`src/rtl/aci_pkg.sv`:
```
// aci_pkg: widths, reset values and state codes shared by the injection
// result path and its holding register.
// assumes: a 10-bit converter core sits outside and reports one result per start.
package aci_pkg;
  // ==========================================================
  // widths
  localparam int RES_W = 10;          // converter result width
  localparam int CH_W  = 5;           // analog channel select width

  // ==========================================================
  // reset values
  localparam logic [RES_W-1:0] RES_RST  = 10'h000;
  localparam logic [CH_W-1:0]  CH_RST   = 5'h00;
  localparam logic             FLAG_RST = 1'b0;

  // ==========================================================
  // sequencer states, one-hot
  typedef enum logic [1:0] {
    ACI_IDLE = 2'b01,
    ACI_CONV = 2'b10
  } aci_state_t;
endpackage

```
`src/rtl/aci_hold_if.sv`:
```
// aci_hold_if: signals between the result path and its holding register.
// assumes: both ends run on clk_sys.
`timescale 1ns/1ps
`default_nettype none
interface aci_hold_if;
  logic                      load;      // capture a pending result
  logic                      load_inj;  // captured result belongs to the injection register
  logic [aci_pkg::RES_W-1:0] load_data;
  logic                      take;      // holder emptied this cycle
  logic                      full;
  logic                      is_inj;
  logic [aci_pkg::RES_W-1:0] data;

  modport ctrl (output load, output load_inj, output load_data, output take,
                input full, input is_inj, input data);
  modport hold (input load, input load_inj, input load_data, input take,
                output full, output is_inj, output data);
endinterface
`default_nettype wire

```
`src/rtl/aci_hold_reg.sv`:
```
// aci_hold_reg: one-entry temporary register of the wait-for-read scheme.
// assumes: controller never loads and takes in the same cycle.
`timescale 1ns/1ps
`default_nettype none
module aci_hold_reg (
  input wire logic clk_sys,
  input wire logic rstn,
  aci_hold_if.hold hb
);
  logic                      full_reg,   full_next;
  logic                      inj_reg,    inj_next;
  logic [aci_pkg::RES_W-1:0] data_reg,   data_next;

  // ==========================================================
  // next state: load fills, take empties
  always_comb begin
    full_next = full_reg;
    inj_next  = inj_reg;
    data_next = data_reg;
    if (hb.take) begin
      full_next = 1'b0;
    end
    if (hb.load) begin
      full_next = 1'b1;
      inj_next  = hb.load_inj;
      data_next = hb.load_data;
    end
  end

  // ==========================================================
  // registers
  always_ff @(posedge clk_sys) begin
    if (!rstn) begin
      full_reg <= aci_pkg::FLAG_RST;
      inj_reg  <= aci_pkg::FLAG_RST;
      data_reg <= aci_pkg::RES_RST;
    end else begin
      full_reg <= full_next;
      inj_reg  <= inj_next;
      data_reg <= data_next;
    end
  end

  assign hb.full   = full_reg;
  assign hb.is_inj = inj_reg;
  assign hb.data   = data_reg;
endmodule // aci_hold_reg
`default_nettype wire

```
`src/rtl/aci_result_path.sv`:
```
// aci_result_path: sequencing of standard and injected conversions and the
// result registers with their wait-for-read holding register.
// assumes: the converter core answers each conv_start with one conv_done;
// reads and triggers are one-cycle pulses from logic on clk_sys.
`timescale 1ns/1ps
`default_nettype none
module aci_result_path (
  input  wire logic                      clk_sys,
  input  wire logic                      rstn,
  // configuration
  input  wire logic                      wait_read_mode,   // wait-for-result-read enable
  input  wire logic                      continuous_mode,
  input  wire logic                      scan_mode,
  input  wire logic [aci_pkg::CH_W-1:0]  std_channel,      // channel, or last channel in scan
  input  wire logic                      defect_compat,    // 1: behave as the flawed silicon
  input  wire logic                      std_start,        // pulse: begin standard conversions
  input  wire logic                      std_stop,         // pulse: end standard conversions
  // injection trigger from the capture_compare_unit capture_compare_unit_trigger_channel
  input  wire logic                      inj_request,
  input  wire logic [aci_pkg::CH_W-1:0]  inj_channel,
  // reader side (processor or event_transfer_channel)
  input  wire logic                      std_result_read,
  input  wire logic                      inj_result_read,
  input  wire logic                      inj_flag_clear,
  output logic [aci_pkg::RES_W-1:0]      standard_result_register,
  output logic [aci_pkg::RES_W-1:0]      injection_result_register,
  output logic                           std_result_valid,
  output logic                           inj_result_valid,
  output logic                           injection_done_flag,
  output logic                           injection_done_interrupt,
  output logic                           hold_full,
  output logic                           stalled,
  output logic                           busy,
  // converter core
  output logic                           conv_start,
  output logic [aci_pkg::CH_W-1:0]       conv_channel,
  output logic                           conv_is_inj,
  input  wire logic                      conv_done,
  input  wire logic [aci_pkg::RES_W-1:0] conv_data
);
  aci_hold_if hb ();

  aci_hold_reg u_hold (
    .clk_sys (clk_sys),
    .rstn    (rstn),
    .hb      (hb)
  );

  aci_pkg::aci_state_t             st_reg,       st_next;
  logic                            run_reg,      run_next;
  logic [aci_pkg::CH_W-1:0]        scan_reg,     scan_next;
  logic                            pend_reg,     pend_next;
  logic [aci_pkg::CH_W-1:0]        pch_reg,      pch_next;
  logic                            cinj_reg,     cinj_next;
  logic [aci_pkg::CH_W-1:0]        cch_reg,      cch_next;
  logic                            start_reg,    start_next;
  logic [aci_pkg::RES_W-1:0]       sres_reg,     sres_next;
  logic [aci_pkg::RES_W-1:0]       ires_reg,     ires_next;
  logic                            sful_reg,     sful_next;
  logic                            iful_reg,     iful_next;
  logic                            flag_reg,     flag_next;
  logic                            irq_reg,      irq_next;
  logic                            wait_d_reg;
  logic                            mode_drop;

  // leaving wait mode releases whatever the holder keeps
  assign mode_drop = wait_d_reg & ~wait_read_mode;

  // ==========================================================
  // next-state logic of sequencer and result registers
  always_comb begin
    st_next      = st_reg;
    run_next     = run_reg;
    scan_next    = scan_reg;
    pend_next    = pend_reg;
    pch_next     = pch_reg;
    cinj_next    = cinj_reg;
    cch_next     = cch_reg;
    start_next   = 1'b0;
    sres_next    = sres_reg;
    ires_next    = ires_reg;
    sful_next    = sful_reg;
    iful_next    = iful_reg;
    flag_next    = flag_reg;
    irq_next     = 1'b0;
    hb.load      = 1'b0;
    hb.load_inj  = 1'b0;
    hb.load_data = conv_data;
    hb.take      = 1'b0;

    // software clear of the done flag; a set below overrides it
    if (inj_flag_clear) begin
      flag_next = 1'b0;
    end

    // standard sequence control
    if (std_start) begin
      run_next  = 1'b1;
      scan_next = aci_pkg::CH_RST;
    end else if (std_stop) begin
      run_next = 1'b0;
    end

    // injection trigger is latched; a new one overwrites the channel
    if (inj_request) begin
      pend_next = 1'b1;
      pch_next  = inj_channel;
    end

    // reads free the registers; held data then moves up
    if (std_result_read) begin
      sful_next = 1'b0;
      if (hb.full && !hb.is_inj) begin
        sres_next = hb.data;
        sful_next = 1'b1;
        hb.take   = 1'b1;
      end
    end
    if (inj_result_read) begin
      iful_next = 1'b0;
      if (hb.full && hb.is_inj) begin
        ires_next = hb.data;
        iful_next = 1'b1;
        hb.take   = 1'b1;
        if (!defect_compat) begin
          flag_next = 1'b1;
          irq_next  = 1'b1;
        end                                                          // else silent
      end
    end

    // wait mode dropped: holder empties into its target, nothing waits
    if (mode_drop) begin
      sful_next = 1'b0;
      iful_next = 1'b0;
      if (hb.full && !hb.take) begin
        hb.take = 1'b1;
        if (hb.is_inj) begin
          ires_next = hb.data;
          flag_next = 1'b1;
          irq_next  = 1'b1;
        end else begin
          sres_next = hb.data;
        end
      end
    end

    case (st_reg)
      aci_pkg::ACI_IDLE: begin
        // holder occupied: both kinds of conversion are suspended
        if (!hb.full) begin
          if (pend_reg) begin
            st_next    = aci_pkg::ACI_CONV;
            cinj_next  = 1'b1;
            cch_next   = pch_reg;
            start_next = 1'b1;
            pend_next  = inj_request;                               // new trigger not lost
          end else if (run_reg && !std_stop) begin
            st_next    = aci_pkg::ACI_CONV;
            cinj_next  = 1'b0;
            cch_next   = scan_mode ? scan_reg : std_channel;
            start_next = 1'b1;
          end
        end
      end
      aci_pkg::ACI_CONV: begin
        if (conv_done) begin
          st_next = aci_pkg::ACI_IDLE;
          if (cinj_reg) begin
            // unread earlier injection result: park the new one
            if (wait_read_mode && iful_next) begin
              hb.load     = 1'b1;
              hb.load_inj = 1'b1;
            end else begin
              ires_next = conv_data;
              iful_next = wait_read_mode;
              flag_next = 1'b1;
              irq_next  = 1'b1;
            end
          end else begin
            if (wait_read_mode && sful_next) begin
              hb.load = 1'b1;
            end else begin
              sres_next = conv_data;
              sful_next = 1'b1;
            end
            // injection never alters the standard sequence position
            if (scan_mode) begin
              if (scan_reg == std_channel) begin
                scan_next = aci_pkg::CH_RST;
                run_next  = run_next & continuous_mode;
              end else begin
                scan_next = scan_reg + 1'b1;
              end
            end else if (!continuous_mode) begin
              run_next = 1'b0;
            end
          end
        end
      end
      default: begin
        st_next = aci_pkg::ACI_IDLE;
      end
    endcase
  end

  // ==========================================================
  // registers; reset leaves the converter idle with nothing pending
  always_ff @(posedge clk_sys) begin
    if (!rstn) begin
      st_reg     <= aci_pkg::ACI_IDLE;
      run_reg    <= aci_pkg::FLAG_RST;
      scan_reg   <= aci_pkg::CH_RST;
      pend_reg   <= aci_pkg::FLAG_RST;
      pch_reg    <= aci_pkg::CH_RST;
      cinj_reg   <= aci_pkg::FLAG_RST;
      cch_reg    <= aci_pkg::CH_RST;
      start_reg  <= aci_pkg::FLAG_RST;
      sres_reg   <= aci_pkg::RES_RST;
      ires_reg   <= aci_pkg::RES_RST;
      sful_reg   <= aci_pkg::FLAG_RST;
      iful_reg   <= aci_pkg::FLAG_RST;
      flag_reg   <= aci_pkg::FLAG_RST;
      irq_reg    <= aci_pkg::FLAG_RST;
      wait_d_reg <= aci_pkg::FLAG_RST;
    end else begin
      st_reg     <= st_next;
      run_reg    <= run_next;
      scan_reg   <= scan_next;
      pend_reg   <= pend_next;
      pch_reg    <= pch_next;
      cinj_reg   <= cinj_next;
      cch_reg    <= cch_next;
      start_reg  <= start_next;
      sres_reg   <= sres_next;
      ires_reg   <= ires_next;
      sful_reg   <= sful_next;
      iful_reg   <= iful_next;
      flag_reg   <= flag_next;
      irq_reg    <= irq_next;
      wait_d_reg <= wait_read_mode;
    end
  end

  // ==========================================================
  // outputs
  assign standard_result_register  = sres_reg;
  assign injection_result_register = ires_reg;
  assign std_result_valid          = sful_reg;
  assign inj_result_valid          = iful_reg;
  assign injection_done_flag       = flag_reg;
  assign injection_done_interrupt  = irq_reg;
  assign hold_full                 = hb.full;
  // waiting on a read with work queued: the visible form of the lock-up
  assign stalled     = hb.full & (st_reg == aci_pkg::ACI_IDLE) & (pend_reg | run_reg);
  assign busy        = (st_reg == aci_pkg::ACI_CONV);
  assign conv_start  = start_reg;
  assign conv_channel = cch_reg;
  assign conv_is_inj = cinj_reg;
endmodule // aci_result_path
`default_nettype wire

```
`config.mk`:
```
export PLATFORM = sky130hd
export DESIGN_NAME = aci_result_path
export DESIGN_NICKNAME = d
export VERILOG_FILES = /design/src/rtl/aci_pkg.sv /design/src/rtl/aci_hold_if.sv /design/src/rtl/aci_hold_reg.sv /design/src/rtl/aci_result_path.sv
export SDC_FILE = /design/constraint.sdc
export NUM_CORES = 1
export LEC_CHECK = 0
export ABC_AREA = 1
export BUFFER_PORTS_ARGS = -buffer_cell sky130_fd_sc_hd__buf_2
export CORE_ASPECT_RATIO = 0.5
export CORE_MARGIN = 1
export CORE_UTILIZATION = 45
export CTS_CLUSTER_DIAMETER = 100
export DETAILED_ROUTE_END_ITERATION = 7
export GPL_ROUTABILITY_DRIVEN = 0
export HOLD_SLACK_MARGIN = 0.06
export MAX_ROUTING_LAYER = met4
export PLACE_DENSITY = 0.82
export SLEW_MARGIN = 20
export SYNTH_ARGS = -nofsm -noshare
export SYNTH_HDL_FRONTEND = slang
export SYNTH_SLANG_ARGS = --single-unit
```
`constraint.sdc`:
```
create_clock -name clk_sys -period 1.2 [get_ports clk_sys]
set_clock_uncertainty 0.05 [all_clocks]
set_input_delay 0.06 -clock clk_sys [delete_from_list [all_inputs] [get_ports clk_sys]]
set_output_delay 0.06 -clock clk_sys [all_outputs]
set_load 0.02 [all_outputs]
```
==> key figures, run 1 <==
Run status
  – Status: complete, but fails checks
  – Failing checks: setup timing

Final layout
  – Layout net count: 624
  – Ant. Diodes: 0
  – Layout cells sized above 1: 0.3882
  – Most common cell after layout, fill and taps aside: nand2_1
  – Fill cells: 390
  – Layout area overhead: 62.76%
  – Most frequent cells in the layout: 106 x nand2_1, 64 x buf_2, 50 x nor2_1, 48 x dfxtp_1, 43 x inv_1

Routing
  – Via-per-instance ratio: 5.384
  – Top Layer Used: met4
  – Drt pass-1 iters: 5
  – Iteration-0 DRC Markers: 300
  – DRC: 0
  – Routed vias: 3677
  – Met2 wire length: 5329 um
  – Wire length on met3: 676 um
  – Per-cell routed wire length: 15.59 um
  – Post-DRT Antenna Nets: 0
  – Met1 Wirelength: 4276 um
  – Final WL: 10650 um

Yosys
  – Synth Area per Inst: 6.550 um2
  – Synthesized cell area: 2987 um2
  – Largest cells by area after synthesis: dfxtp_1 39%, nand2_1 15%, a21oi_1 8.0%
  – Synth top area share: 0.3888
  – Cell variety after synth: 26
  – Syn nets: 490
  – Yosys top cell by area: dfxtp_1
  – Cells after synthesis: 456
  – #FFs+latches synth: 58
  – Yosys warns: 0
  – Sequential share of the synthesized area: 0.3888

Setup path
  – Crit path max fanout: 8
  – Nature of the critical path endpoint: register
  – Crit path from: st_reg[1]$_SDFFE_PN0P_
  – Crit path max-delay family: simple AND/OR/NAND/NOR gates
  – WP depth: 10
  – R2r worst-path depth: 10
  – Worst Setup Start Kind: register
  – Slowest stage delay, CP: 0.33 ns
  – Slowest stage cell, crit path: dfxtp_2
  – Buf/Inv on CP: 3
  – Crit path cell chain: inv_2 -> nor2_4 -> nand2_4 -> nor2_4 -> buf_4 -> buf_6 -> nand2_8 -> nand2_1 -> nor2_1 -> nor2_1
  – Worst Path Arrival: 1.79 ns
  – Worst r2r src: st_reg[1]$_SDFFE_PN0P_
  – WS Path Type: register to register
  – WP data required: 1.39 ns

Timing
  – Fin Hold WS: 0.1123 ns
  – Fmax: 0.6243 GHz
  – RSZ-0062 raised after global routing: true
  – Final-report setup violation count: 42
  – Worst Setup Slack, final: -0.4019 ns
  – Worst-margin pin slew: 0.5540 ns
  – Final Hold Fails: 0
  – Min Tclk post-route: 1.602 ns
  – Tcrit/Tclk final: 1.335
  – Slew headroom: 0.6307
  – Max-slew violations: 0

Run
  – Max Cap Violations: 0

Floorplanning
  – Starting density of the core: 0.4793
  – Io pins: 67
  – Row Count: 20
  – Core area: 6231 um2
  – Die height: 59.61 um
  – Die Wd: 117.2 um
  – Die ar.: 6986 um2

Worst hold path
  – Hold crit path type: input port to register
  – Hold Crit Depth: 5
  – Worst hold path startpoint: std_channel[2]

Clock tree
  – Clock Pin Slew Worst Setup and Hold Paths: 0.05 ns
  – CTS max path bufs: 2
  – Num CTS Buffers: 9
  – Worst-Skew Late Latency: 0.34 ns
  – Clock sinks: 58
  – H-tree levels: 3
  – CTS root buf: clkbuf_16
  – CTS tree: built

Global routing
  – Global route total overflow: 0
  – Gr usage total: 0.3011
  – Global-route wire length before repair: 15170 um
  – Largest net degree at the start of global routing: 41
  – Initial antenna violation count: 0
  – Number of global-route vias before repair: 3354

Power and ir drop
  – Leakage dissipation: 2.281 nW
  – PwrDens: 1050 nW/um2
  – VDD IR max: 0.0007755 V

Placement
  – Hpwl dp: 5506 um
  – Port Buffer Count: 66
  – Place WS: -0.2350 ns
through the flow:
| step | utilization | total power [W] | cells | setup TNS [ns] | cell area (um2) |
|---|---|---|---|---|---|
| floorplan | - | 0.002262 | 456 | -4.818 | 3055 |
| global placement | 0.5831 | 0.002442 | 622 | -4.175 | 3633 |
| detailed placement | 0.5831 | 0.002449 | 622 | -6.207 | 3633 |
| CTS | 0.7137 | 0.005016 | 672 | -4.784 | 4447 |
| global route | 0.7801 | 0.005244 | 683 | -11.89 | 4861 |
| finish | 0.7801 | 0.005103 | 683 | -9.581 | 4861 |
logic make-up after synthesis:
logic type	Yosys count	synth area share
and+or+nand+nor	214	0.3100
xor gates and xnor gates	2	0.005866
adders and majority gates	1	0.004189
DFF	58	0.3888
AOI/OAI and AO/OA	108	0.1852
buffers and inverters	73	0.1060
routing by layer:
layer / global-route usage / up-vias
li1: - / 1742
met1: 0.3302 / 1730
met2: 0.5235 / 158
met3: 0.07669 / 47
met4: 0.1356 / 0
met5: - / -
repair_timing:
item,in CTS,in global routing
setup endpoints to repair,48,50
gates cloned,4,3
hold endpoints to repair,45,0
setup buffers,6,11
pin swaps,10,23
hold buffers,24,0
gates resized for setup,55,67
tightest hold or removal path: stages:
cell and delay (ns):
buf_2 0.11, nand2_1 0.06, nand3_1 0.06, o211ai_1 0.09, a21oi_1 0.07
final timing paths:
path / to / slack, ns
worst min register to register: conv_channel[1]$_SDFFE_PN0P_ / 0.41
worst min-delay path: conv_channel[2]$_SDFFE_PN0P_ / 0.11
worst max-delay path: standard_result_register[9]$_SDFF_PN0_ / -0.40
worst max register to register: standard_result_register[9]$_SDFF_PN0_ / -0.40
report_power, final:
part,total [W],leakage [nW],switching (W),internal [W]
clock,0.00252,0.142,0.000929,0.00159
sequential,0.00200,0.475,0.0000293,0.00197
combinational,0.000588,1.66,0.000335,0.000253
total,0.00510,2.28,0.00129,0.00381
synthesized netlist by cell type:
cell,n
nand2_2,5
nor2_1,54
dfxtp_1,58
nand3_1,29
inv_2,5
xor2_1,1
nor2_8,2
buf_4,3
nor2_2,2
inv_1,49
o21ai_0,43
a21oi_1,48
nand3_2,2
buf_1,1
o21ai_1,12
o211ai_1,4
nand2_1,116
buf_2,7
buf_6,3
nand2_4,1
a21o_1,1
clkbuf_1,5
xnor2_1,1
nor3_1,1
ha_1,1
nor2_4,2
cell type report:
class                           count  area (um2)  area share
Clock buffer                       10       229.0     0.04710
Clock inverter                      6       57.56     0.01184
Inverter                           54       225.2     0.04633
Multi-Input combinational cell    329        1953      0.4018
Sequential cell                    58        1184      0.2435
Tap cell                           88       110.1     0.02265
Timing Repair Buffer              138        1102      0.2268
Power figures use the tool's default switching activity.
==> run 2, diff against run 1 <==
CTS_BUF_LIST = sky130_fd_sc_hd__clkbuf_4   (was default)
==> run 2 against run 1 <==
The run still ends with setup timing left. Fmax shrank 0.96%. Sequential power about the same. Count of clock-buffer cells in the layout is the same. First-iteration DRC count is 8.0% higher. Power decreased by 22%. Hold slack worse by 0.025 ns. Via count increased by 1.7%.
==> key figures, run 2 (same netlist as run 1, synthesis figures left out) <==
Placement
  – Port Buffer Count: 66 (unchanged)
  – Post-Place Cell Area: 3633 um2 (unchanged)
  – Hpwl dp: 5506 um (unchanged)
  – # placed instances: 622 (unchanged)

Power and ir drop
  – Sw Share: 0.2850 (was 0.2534)
  – Total Power: 0.003998 W (was 0.005103 W)
  – Clk network pwr share: 0.357 (was 0.493)
  – Seq pwr share: 0.499 (was 0.391)
  – Gate power share: 0.144 (was 0.115)
  – VDD IR max: 0.0006976 V (was 0.0007755 V)
  – Total net switching power: 0.001140 W (was 0.001293 W)
  – Leakage dissipation: 2.316 nW (was 2.281 nW)
  – Internal power: 0.002859 W (was 0.003809 W)
  – PwrDens: 816.2 nW/um2 (was 1050 nW/um2)

Timing
  – Slew headroom: 0.7535 (was 0.6307)
  – Min Tclk post-route: 1.617 ns (was 1.602 ns)
  – Max-slew violations: 0 (unchanged)
  – Setup TNS: -11.37 ns (was -9.581 ns)
  – RSZ-0062 raised after global routing: true (unchanged)
  – Fmax: 0.6183 GHz (was 0.6243 GHz)
  – Tcrit/Tclk final: 1.348 (was 1.335)
  – Final-report setup violation count: 52 (was 42)
  – Worst-margin pin slew: 0.3694 ns (was 0.5540 ns)
  – Worst Setup Slack, final: -0.4173 ns (was -0.4019 ns)
  – Final Hold Fails: 0 (unchanged)
  – Fin Hold WS: 0.08735 ns (was 0.1123 ns)

Floorplanning
  – Io pins: 67 (unchanged)
  – Die height: 59.61 um (unchanged)
  – Die ar.: 6986 um2 (unchanged)
  – Row Count: 20 (unchanged)
  – Die Wd: 117.2 um (unchanged)
  – Core area: 6231 um2 (unchanged)
  – Starting density of the core: 0.4793 (unchanged)

Setup path
  – Worst Path Arrival: 1.90 ns (was 1.79 ns)
  – Slowest stage delay, CP: 0.38 ns (was 0.33 ns)
  – Crit path cell chain: buf_4 -> nand2_4 -> inv_6 -> nand2_8 -> nand2_8 -> nand3_4 -> clkbuf_16 -> a21oi_2 -> nor2_1 (was inv_2 -> nor2_4 -> nand2_4 -> nor2_4 -> buf_4 -> buf_6 -> nand2_8 -> nand2_1 -> nor2_1 -> nor2_1)
  – Worst Setup Start Kind: register (unchanged)
  – Crit path max-delay family: buffers and inverters (was simple AND/OR/NAND/NOR gates)
  – Crit path max fanout: 6 (was 8)
  – WS Path Type: register to register (unchanged)
  – Nature of the critical path endpoint: register (unchanged)
  – WP data required: 1.48 ns (was 1.39 ns)
  – Slowest stage cell, crit path: dfxtp_4 (was dfxtp_2)
  – Buf/Inv on CP: 3 (unchanged)
  – Most frequent CP cell: nand2_8

Final layout
  – Layout net count: 639 (was 624)
  – Layout cells sized above 1: 0.3934 (was 0.3882)
  – Fill cells: 397 (was 390)
  – Most frequent cells in the layout: 101 x nand2_1, 63 x buf_2, 53 x nor2_1, 49 x dfxtp_1, 43 x inv_1 (was 106 x nand2_1, 64 x buf_2, 50 x nor2_1, 48 x dfxtp_1, 43 x inv_1)
  – Fin area: 4898 um2 (was 4861 um2)
  – Non-filler cells, final: 698 (was 683)
  – Layout area overhead: 64.01% (was 62.76%)
  – Most common cell after layout, fill and taps aside: nand2_1 (unchanged)
  – Ant. Diodes: 0 (unchanged)

Clock tree
  – CTS tree: built (unchanged)
  – H-tree levels: 3 (unchanged)
  – Num CTS Buffers: 9 (unchanged)
  – CTS root buf: clkbuf_4 (was clkbuf_16)
  – Clock sinks: 58 (unchanged)
  – Clock Pin Slew Worst Setup and Hold Paths: 0.10 ns (was 0.05 ns)
  – CTS max path bufs: 2 (unchanged)
  – Worst-Skew Late Latency: 0.44 ns (was 0.34 ns)

Routing
  – Post-DRT Antenna Nets: 0 (unchanged)
  – Iteration-0 DRC Markers: 324 (was 300)
  – Per-cell routed wire length: 16.22 um (was 15.59 um)
  – Via-per-instance ratio: 5.360 (was 5.384)
  – Final WL: 11320 um (was 10650 um)
  – Drt pass-1 iters: 5 (unchanged)
  – DRC: 0 (unchanged)
  – Routed vias: 3741 (was 3677)

Global routing
  – Largest net degree at the start of global routing: 41 (unchanged)
  – Global-route wire length before repair: 15460 um (was 15170 um)
  – Number of global-route vias before repair: 3330 (was 3354)
  – Initial antenna violation count: 0 (unchanged)
  – Global route total overflow: 0 (unchanged)
  – Gr usage total: 0.3112 (was 0.3011)

Run status
  – Failing checks: setup timing (unchanged)
  – Status: complete, but fails checks (unchanged)

Worst hold path
  – Hold crit path type: input port to register (unchanged)

Run
  – Max Cap Violations: 0 (unchanged)
-- run 2: cell types whose count changed in the layout (fill, tap and decap cells not counted), sizes merged --
cell | previous run | this run
clkbuf | 14 | 12
nand2 | 126 | 125
dlygate4sd3 | 24 | 31
buf | 110 | 121
-- run 2: power by group through the flow --
stage               sequential (W)  clock [W]  combinational (W)
floorplan                  0.00207          0           0.000196
detailed placement         0.00204          0           0.000407
global placement           0.00204          0           0.000401
global route               0.00200    0.00152           0.000623
CTS                        0.00200    0.00143           0.000532
finish                     0.00200    0.00143           0.000576
-- run 2: final cells by class --
class                   count  area, um2  area share
multi-input cells         328       1938      0.3957
repair buffers            154       1315      0.2685
flip-flops and latches     58       1182      0.2414
inverters                  54      220.2     0.04496
well taps                  88      110.1     0.02248
clock buffers              10      75.07     0.01533
clock inverters             6      57.56     0.01175
-- run 2: final timing paths --
path / start / to / slack [ns] / cells past startpoint
worst max-delay path: u_hold.hb.full$_SDFFE_PN0P_ / u_hold.hb.data[9]$_SDFFE_PN0P_ / -0.42 / 9
worst min-delay path: std_channel[0] / conv_channel[0]$_SDFFE_PN0P_ / 0.09 / 5
worst max register to register: u_hold.hb.full$_SDFFE_PN0P_ / u_hold.hb.data[9]$_SDFFE_PN0P_ / -0.42 / 9
worst min register to register: pch_reg[3]$_SDFFE_PN0P_ / pch_reg[3]$_SDFFE_PN0P_ / 0.42 / 2
-- run 2: worst min-delay path, cell delays in order --
cell and delay, ns:
buf_2 0.11, inv_1 0.08, o21ai_0 0.08, o21ai_1 0.13
a21oi_1 0.06
-- run 2: per-stage QoR --
step	utilization	setup WS, ns
floorplan	-	-0.1942
global placement	0.5831	-0.1785
CTS	0.7369	-0.2527
detailed placement	0.5831	-0.2350
finish	0.7861	-0.4173
global route	0.7861	-0.4825
-- run 2: metal layers --
metal / vias up / routed length, um / GRT usage
li1: 1762 / - / -
met1: 1734 / 4284 / 0.3405
met2: 186 / 5664 / 0.5504
met3: 59 / 858 / 0.07771
met4: 0 / 515 / 0.1248
met5: - / 0 / -
-- run 2: repair_timing --
item | CTS | global route
gates cloned | 5 | 4
hold endpoints to repair | 52 | 6
hold buffers | 31 | 1
setup buffers | 15 | 10
setup endpoints to repair | 50 | 57
pin swaps | 19 | 27
resized for setup | 92 | 46
==> run 3, diff against run 2 <==
SETUP_SLACK_MARGIN = 0.15   (was default)
==> run 3 against run 2 <==
The run still ends with setup timing left. Count of clock-buffer cells in the layout fell by 1. Die area did not move. First-iteration DRC count rose by 4.9%. Highest routed layer unchanged. Fmax rose by 4.8%. Cell count rose by 0.14%. Register-to-register slack improved by 0.07 ns. Sequential power barely moved. Sequential share of layout area fell by 0.66 points. Core utilization rose by 5.2 points. Critical endpoint is now injection_result_register[0]$_SDFF_PN0_. Clock power barely moved. Hold slack got worse by 0.086 ns. Via count rose by 2.6%.
==> key figures, run 3 (same netlist as run 1, synthesis figures left out) <==
Clock tree
  – Clock Pin Slew Worst Setup and Hold Paths: 0.13 ns (was 0.10 ns)
  – Worst-Skew Late Latency: 0.46 ns (was 0.44 ns)
  – CTS Hold Bufs: 28 (was 31)
  – CTS tree: built (unchanged)
  – CTS max path bufs: 2 (unchanged)
  – CTS root buf: clkbuf_4 (unchanged)
  – H-tree levels: 3 (unchanged)
  – Num CTS Buffers: 9 (unchanged)
  – Clock sinks: 58 (unchanged)

Floorplanning
  – Die height: 59.61 um (unchanged)
  – Row Count: 20 (unchanged)
  – Core area: 6231 um2 (unchanged)
  – Io pins: 67 (unchanged)
  – Die ar.: 6986 um2 (unchanged)
  – Die Wd: 117.2 um (unchanged)
  – Starting density of the core: 0.4793 (unchanged)

Setup path
  – Crit path cell chain: nand2_1 -> inv_2 -> buf_4 -> nand3_2 -> nand2_4 -> buf_12 -> nand2_1 -> o21ai_2 -> a21oi_2 (was buf_4 -> nand2_4 -> inv_6 -> nand2_8 -> nand2_8 -> nand3_4 -> clkbuf_16 -> a21oi_2 -> nor2_1)
  – Worst Setup Start Kind: register (unchanged)
  – Most frequent CP cell: nand2_1 (was nand2_8)
  – Crit path max fanout: 10 (was 6)
  – Worst reg-to-reg setup slack: -0.34 ns (was -0.42 ns)
  – Worst r2r src: u_hold.hb.is_inj$_SDFFE_PN0P_ (was u_hold.hb.full$_SDFFE_PN0P_)
  – Slowest stage delay, CP: 0.38 ns (about the same)
  – Crit Reg-Reg Endpoint: injection_result_register[0]$_SDFF_PN0_ (was u_hold.hb.data[9]$_SDFFE_PN0P_)
  – WS Path Type: register to register (unchanged)
  – Slowest stage cell, crit path: dfxtp_4 (unchanged)
  – Worst Path Arrival: 1.85 ns (was 1.90 ns)
  – R2r worst-path depth: 9 (unchanged)
  – Nature of the critical path endpoint: register (unchanged)
  – WP data required: 1.50 ns (was 1.48 ns)

Placement
  – Hpwl dp: 5543 um (was 5506 um)
  – Port Buffer Count: 66 (unchanged)
  – Post-Place Cell Area: 3630 um2 (was 3633 um2)

Run
  – Max Cap Violations: 0 (unchanged)

Global routing
  – Gr usage total: 0.3143 (was 0.3112)
  – Global route total overflow: 0 (unchanged)
  – Global-route wire length before repair: 15660 um (was 15460 um)
  – Initial antenna violation count: 0 (unchanged)
  – Number of global-route vias before repair: 3359 (was 3330)
  – Largest net degree at the start of global routing: 23 (was 41)

Power and ir drop
  – VDD IR max: 0.0006045 V (was 0.0006976 V)
  – PwrDens: 793.9 nW/um2 (was 816.2 nW/um2)
  – Leakage dissipation: 2.360 nW (was 2.316 nW)

Timing
  – Max-slew violations: 0 (unchanged)
  – Tcrit/Tclk final: 1.287 (was 1.348)
  – Slew headroom: 0.7227 (was 0.7535)
  – Min Tclk post-route: 1.544 ns (was 1.617 ns)
  – Fin Hold WS: 0.0009807 ns (was 0.08735 ns)
  – Worst-margin pin slew: 0.4155 ns (was 0.3694 ns)
  – RSZ-0062 raised after global routing: true (unchanged)
  – Final-report setup violation count: 52 (unchanged)
  – Setup TNS: -10.26 ns (was -11.37 ns)
  – Worst Setup Slack, final: -0.3440 ns (was -0.4173 ns)
  – Final Hold Fails: 0 (unchanged)
  – Fmax: 0.6477 GHz (was 0.6183 GHz)

Run status
  – Failing checks: setup timing (unchanged)
  – Status: complete, but fails checks (unchanged)

Routing
  – DRC: 0 (unchanged)
  – Drt pass-1 iters: 7 (was 5)
  – Via-per-instance ratio: 5.492 (was 5.360)
  – Routed vias: 3839 (was 3741)
  – Final WL: 11950 um (was 11320 um)
  – Post-DRT Antenna Nets: 0 (unchanged)
  – Iteration-0 DRC Markers: 340 (was 324)
  – Per-cell routed wire length: 17.10 um (was 16.22 um)

Final layout
  – Ant. Diodes: 0 (unchanged)
  – Most common cell after layout, fill and taps aside: nand2_1 (unchanged)
  – Layout cells sized above 1: 0.4812 (was 0.3934)
  – Most frequent cells in the layout: 97 x nand2_1, 50 x nor2_1, 48 x buf_6, 41 x inv_1 (was 101 x nand2_1, 63 x buf_2, 53 x nor2_1, 49 x dfxtp_1, 43 x inv_1)
  – Fin area: 5224 um2 (was 4898 um2)
  – Layout net count: 640 (was 639)
  – Layout area overhead: 74.91% (was 64.01%)

Worst hold path
  – Hold Path Sink: run_reg$_SDFF_PN0_ (was conv_channel[0]$_SDFFE_PN0P_)
  – Hold crit path type: input port to register (unchanged)
  – Worst hold path startpoint: std_stop (was std_channel[0])
  – Hold Crit Depth: 6 (was 5)
==> run 3: changes by cell type in the layout (fill, tap and decap cells not counted), sizes merged <==
cell | previous run | this run
clkinv | 4 | 5
dlygate4sd3 | 31 | 28
buf | 121 | 123
nand2 | 125 | 127
clkbuf | 12 | 11
==> run 3: area by class of cell <==
type / instances / area (um2)
multi-input cells: 330 / 2071
repair buffers: 153 / 1464
flip-flops and latches: 58 / 1226
fillers: 332 / 1007
inverters: 54 / 225.2
well taps: 88 / 110.1
clock buffers: 9 / 67.56
clock inverters: 7 / 60.06
==> run 3: what timing repair did <==
action,in CTS,in global routing
cloned,7,2
setup endpoints to repair,83,86
endpoints found under the hold margin,53,2
buffers inserted,16,10
resized for setup,147,115
pin swaps,10,37
==> run 3: power by group <==
| part | internal [W] | switching (W) |
|---|---|---|
| clock network | 0.000609 | 0.000818 |
| registers | 0.00196 | 0.0000375 |
| logic | 0.000323 | 0.000397 |
| total | 0.00289 | 0.00125 |
==> run 3: stage by stage <==
step | worst slack, ns | cells | total power [W] | util
after floorplan | -0.1942 | 456 | 0.002263 | -
after global placement | -0.1698 | 620 | 0.002444 | 0.5825
after detailed placement | -0.2238 | 620 | 0.002452 | 0.5825
after CTS | -0.2345 | 687 | 0.004001 | 0.7534
after global routing | -0.4232 | 699 | 0.004285 | 0.8384
final | -0.3440 | 699 | 0.004147 | 0.8384
==> run 3: critical path, delay by kind of cell (launching register included) <==
family,cells,cell delay (ns)
DFF,1,0.38
buffers and inverters,3,0.35
and+or+nand+nor,4,0.33
AOI/OAI and AO/OA,2,0.33
==> run 3: routing by layer <==
| metal | vias up | GRT usage | part of all wire |
|---|---|---|---|
| met4 | 0 | 0.1465 | 0.031 |
| met2 | 221 | 0.5202 | 0.49 |
| met3 | 54 | 0.09407 | 0.083 |
| met5 | - | - | 0 |
| li1 | 1781 | - | - |
| met1 | 1783 | 0.3540 | 0.40 |
==> run 3: worst max path at each step <==
stage / startpoint / end / slack (ns) / cells past startpoint
after floorplan: st_reg[1]$_SDFFE_PN0P_ / u_hold.hb.data[1]$_SDFFE_PN0P_ / -0.19 / 8
after global placement: u_hold.hb.full$_SDFFE_PN0P_ / standard_result_register[0]$_SDFF_PN0_ / -0.17 / 9
after detailed placement: st_reg[1]$_SDFFE_PN0P_ / standard_result_register[0]$_SDFF_PN0_ / -0.22 / 8
after CTS: u_hold.hb.full$_SDFFE_PN0P_ / stalled / -0.23 / 4
after global routing: u_hold.hb.is_inj$_SDFFE_PN0P_ / injection_result_register[0]$_SDFF_PN0_ / -0.42 / 9
final: u_hold.hb.is_inj$_SDFFE_PN0P_ / injection_result_register[0]$_SDFF_PN0_ / -0.34 / 9
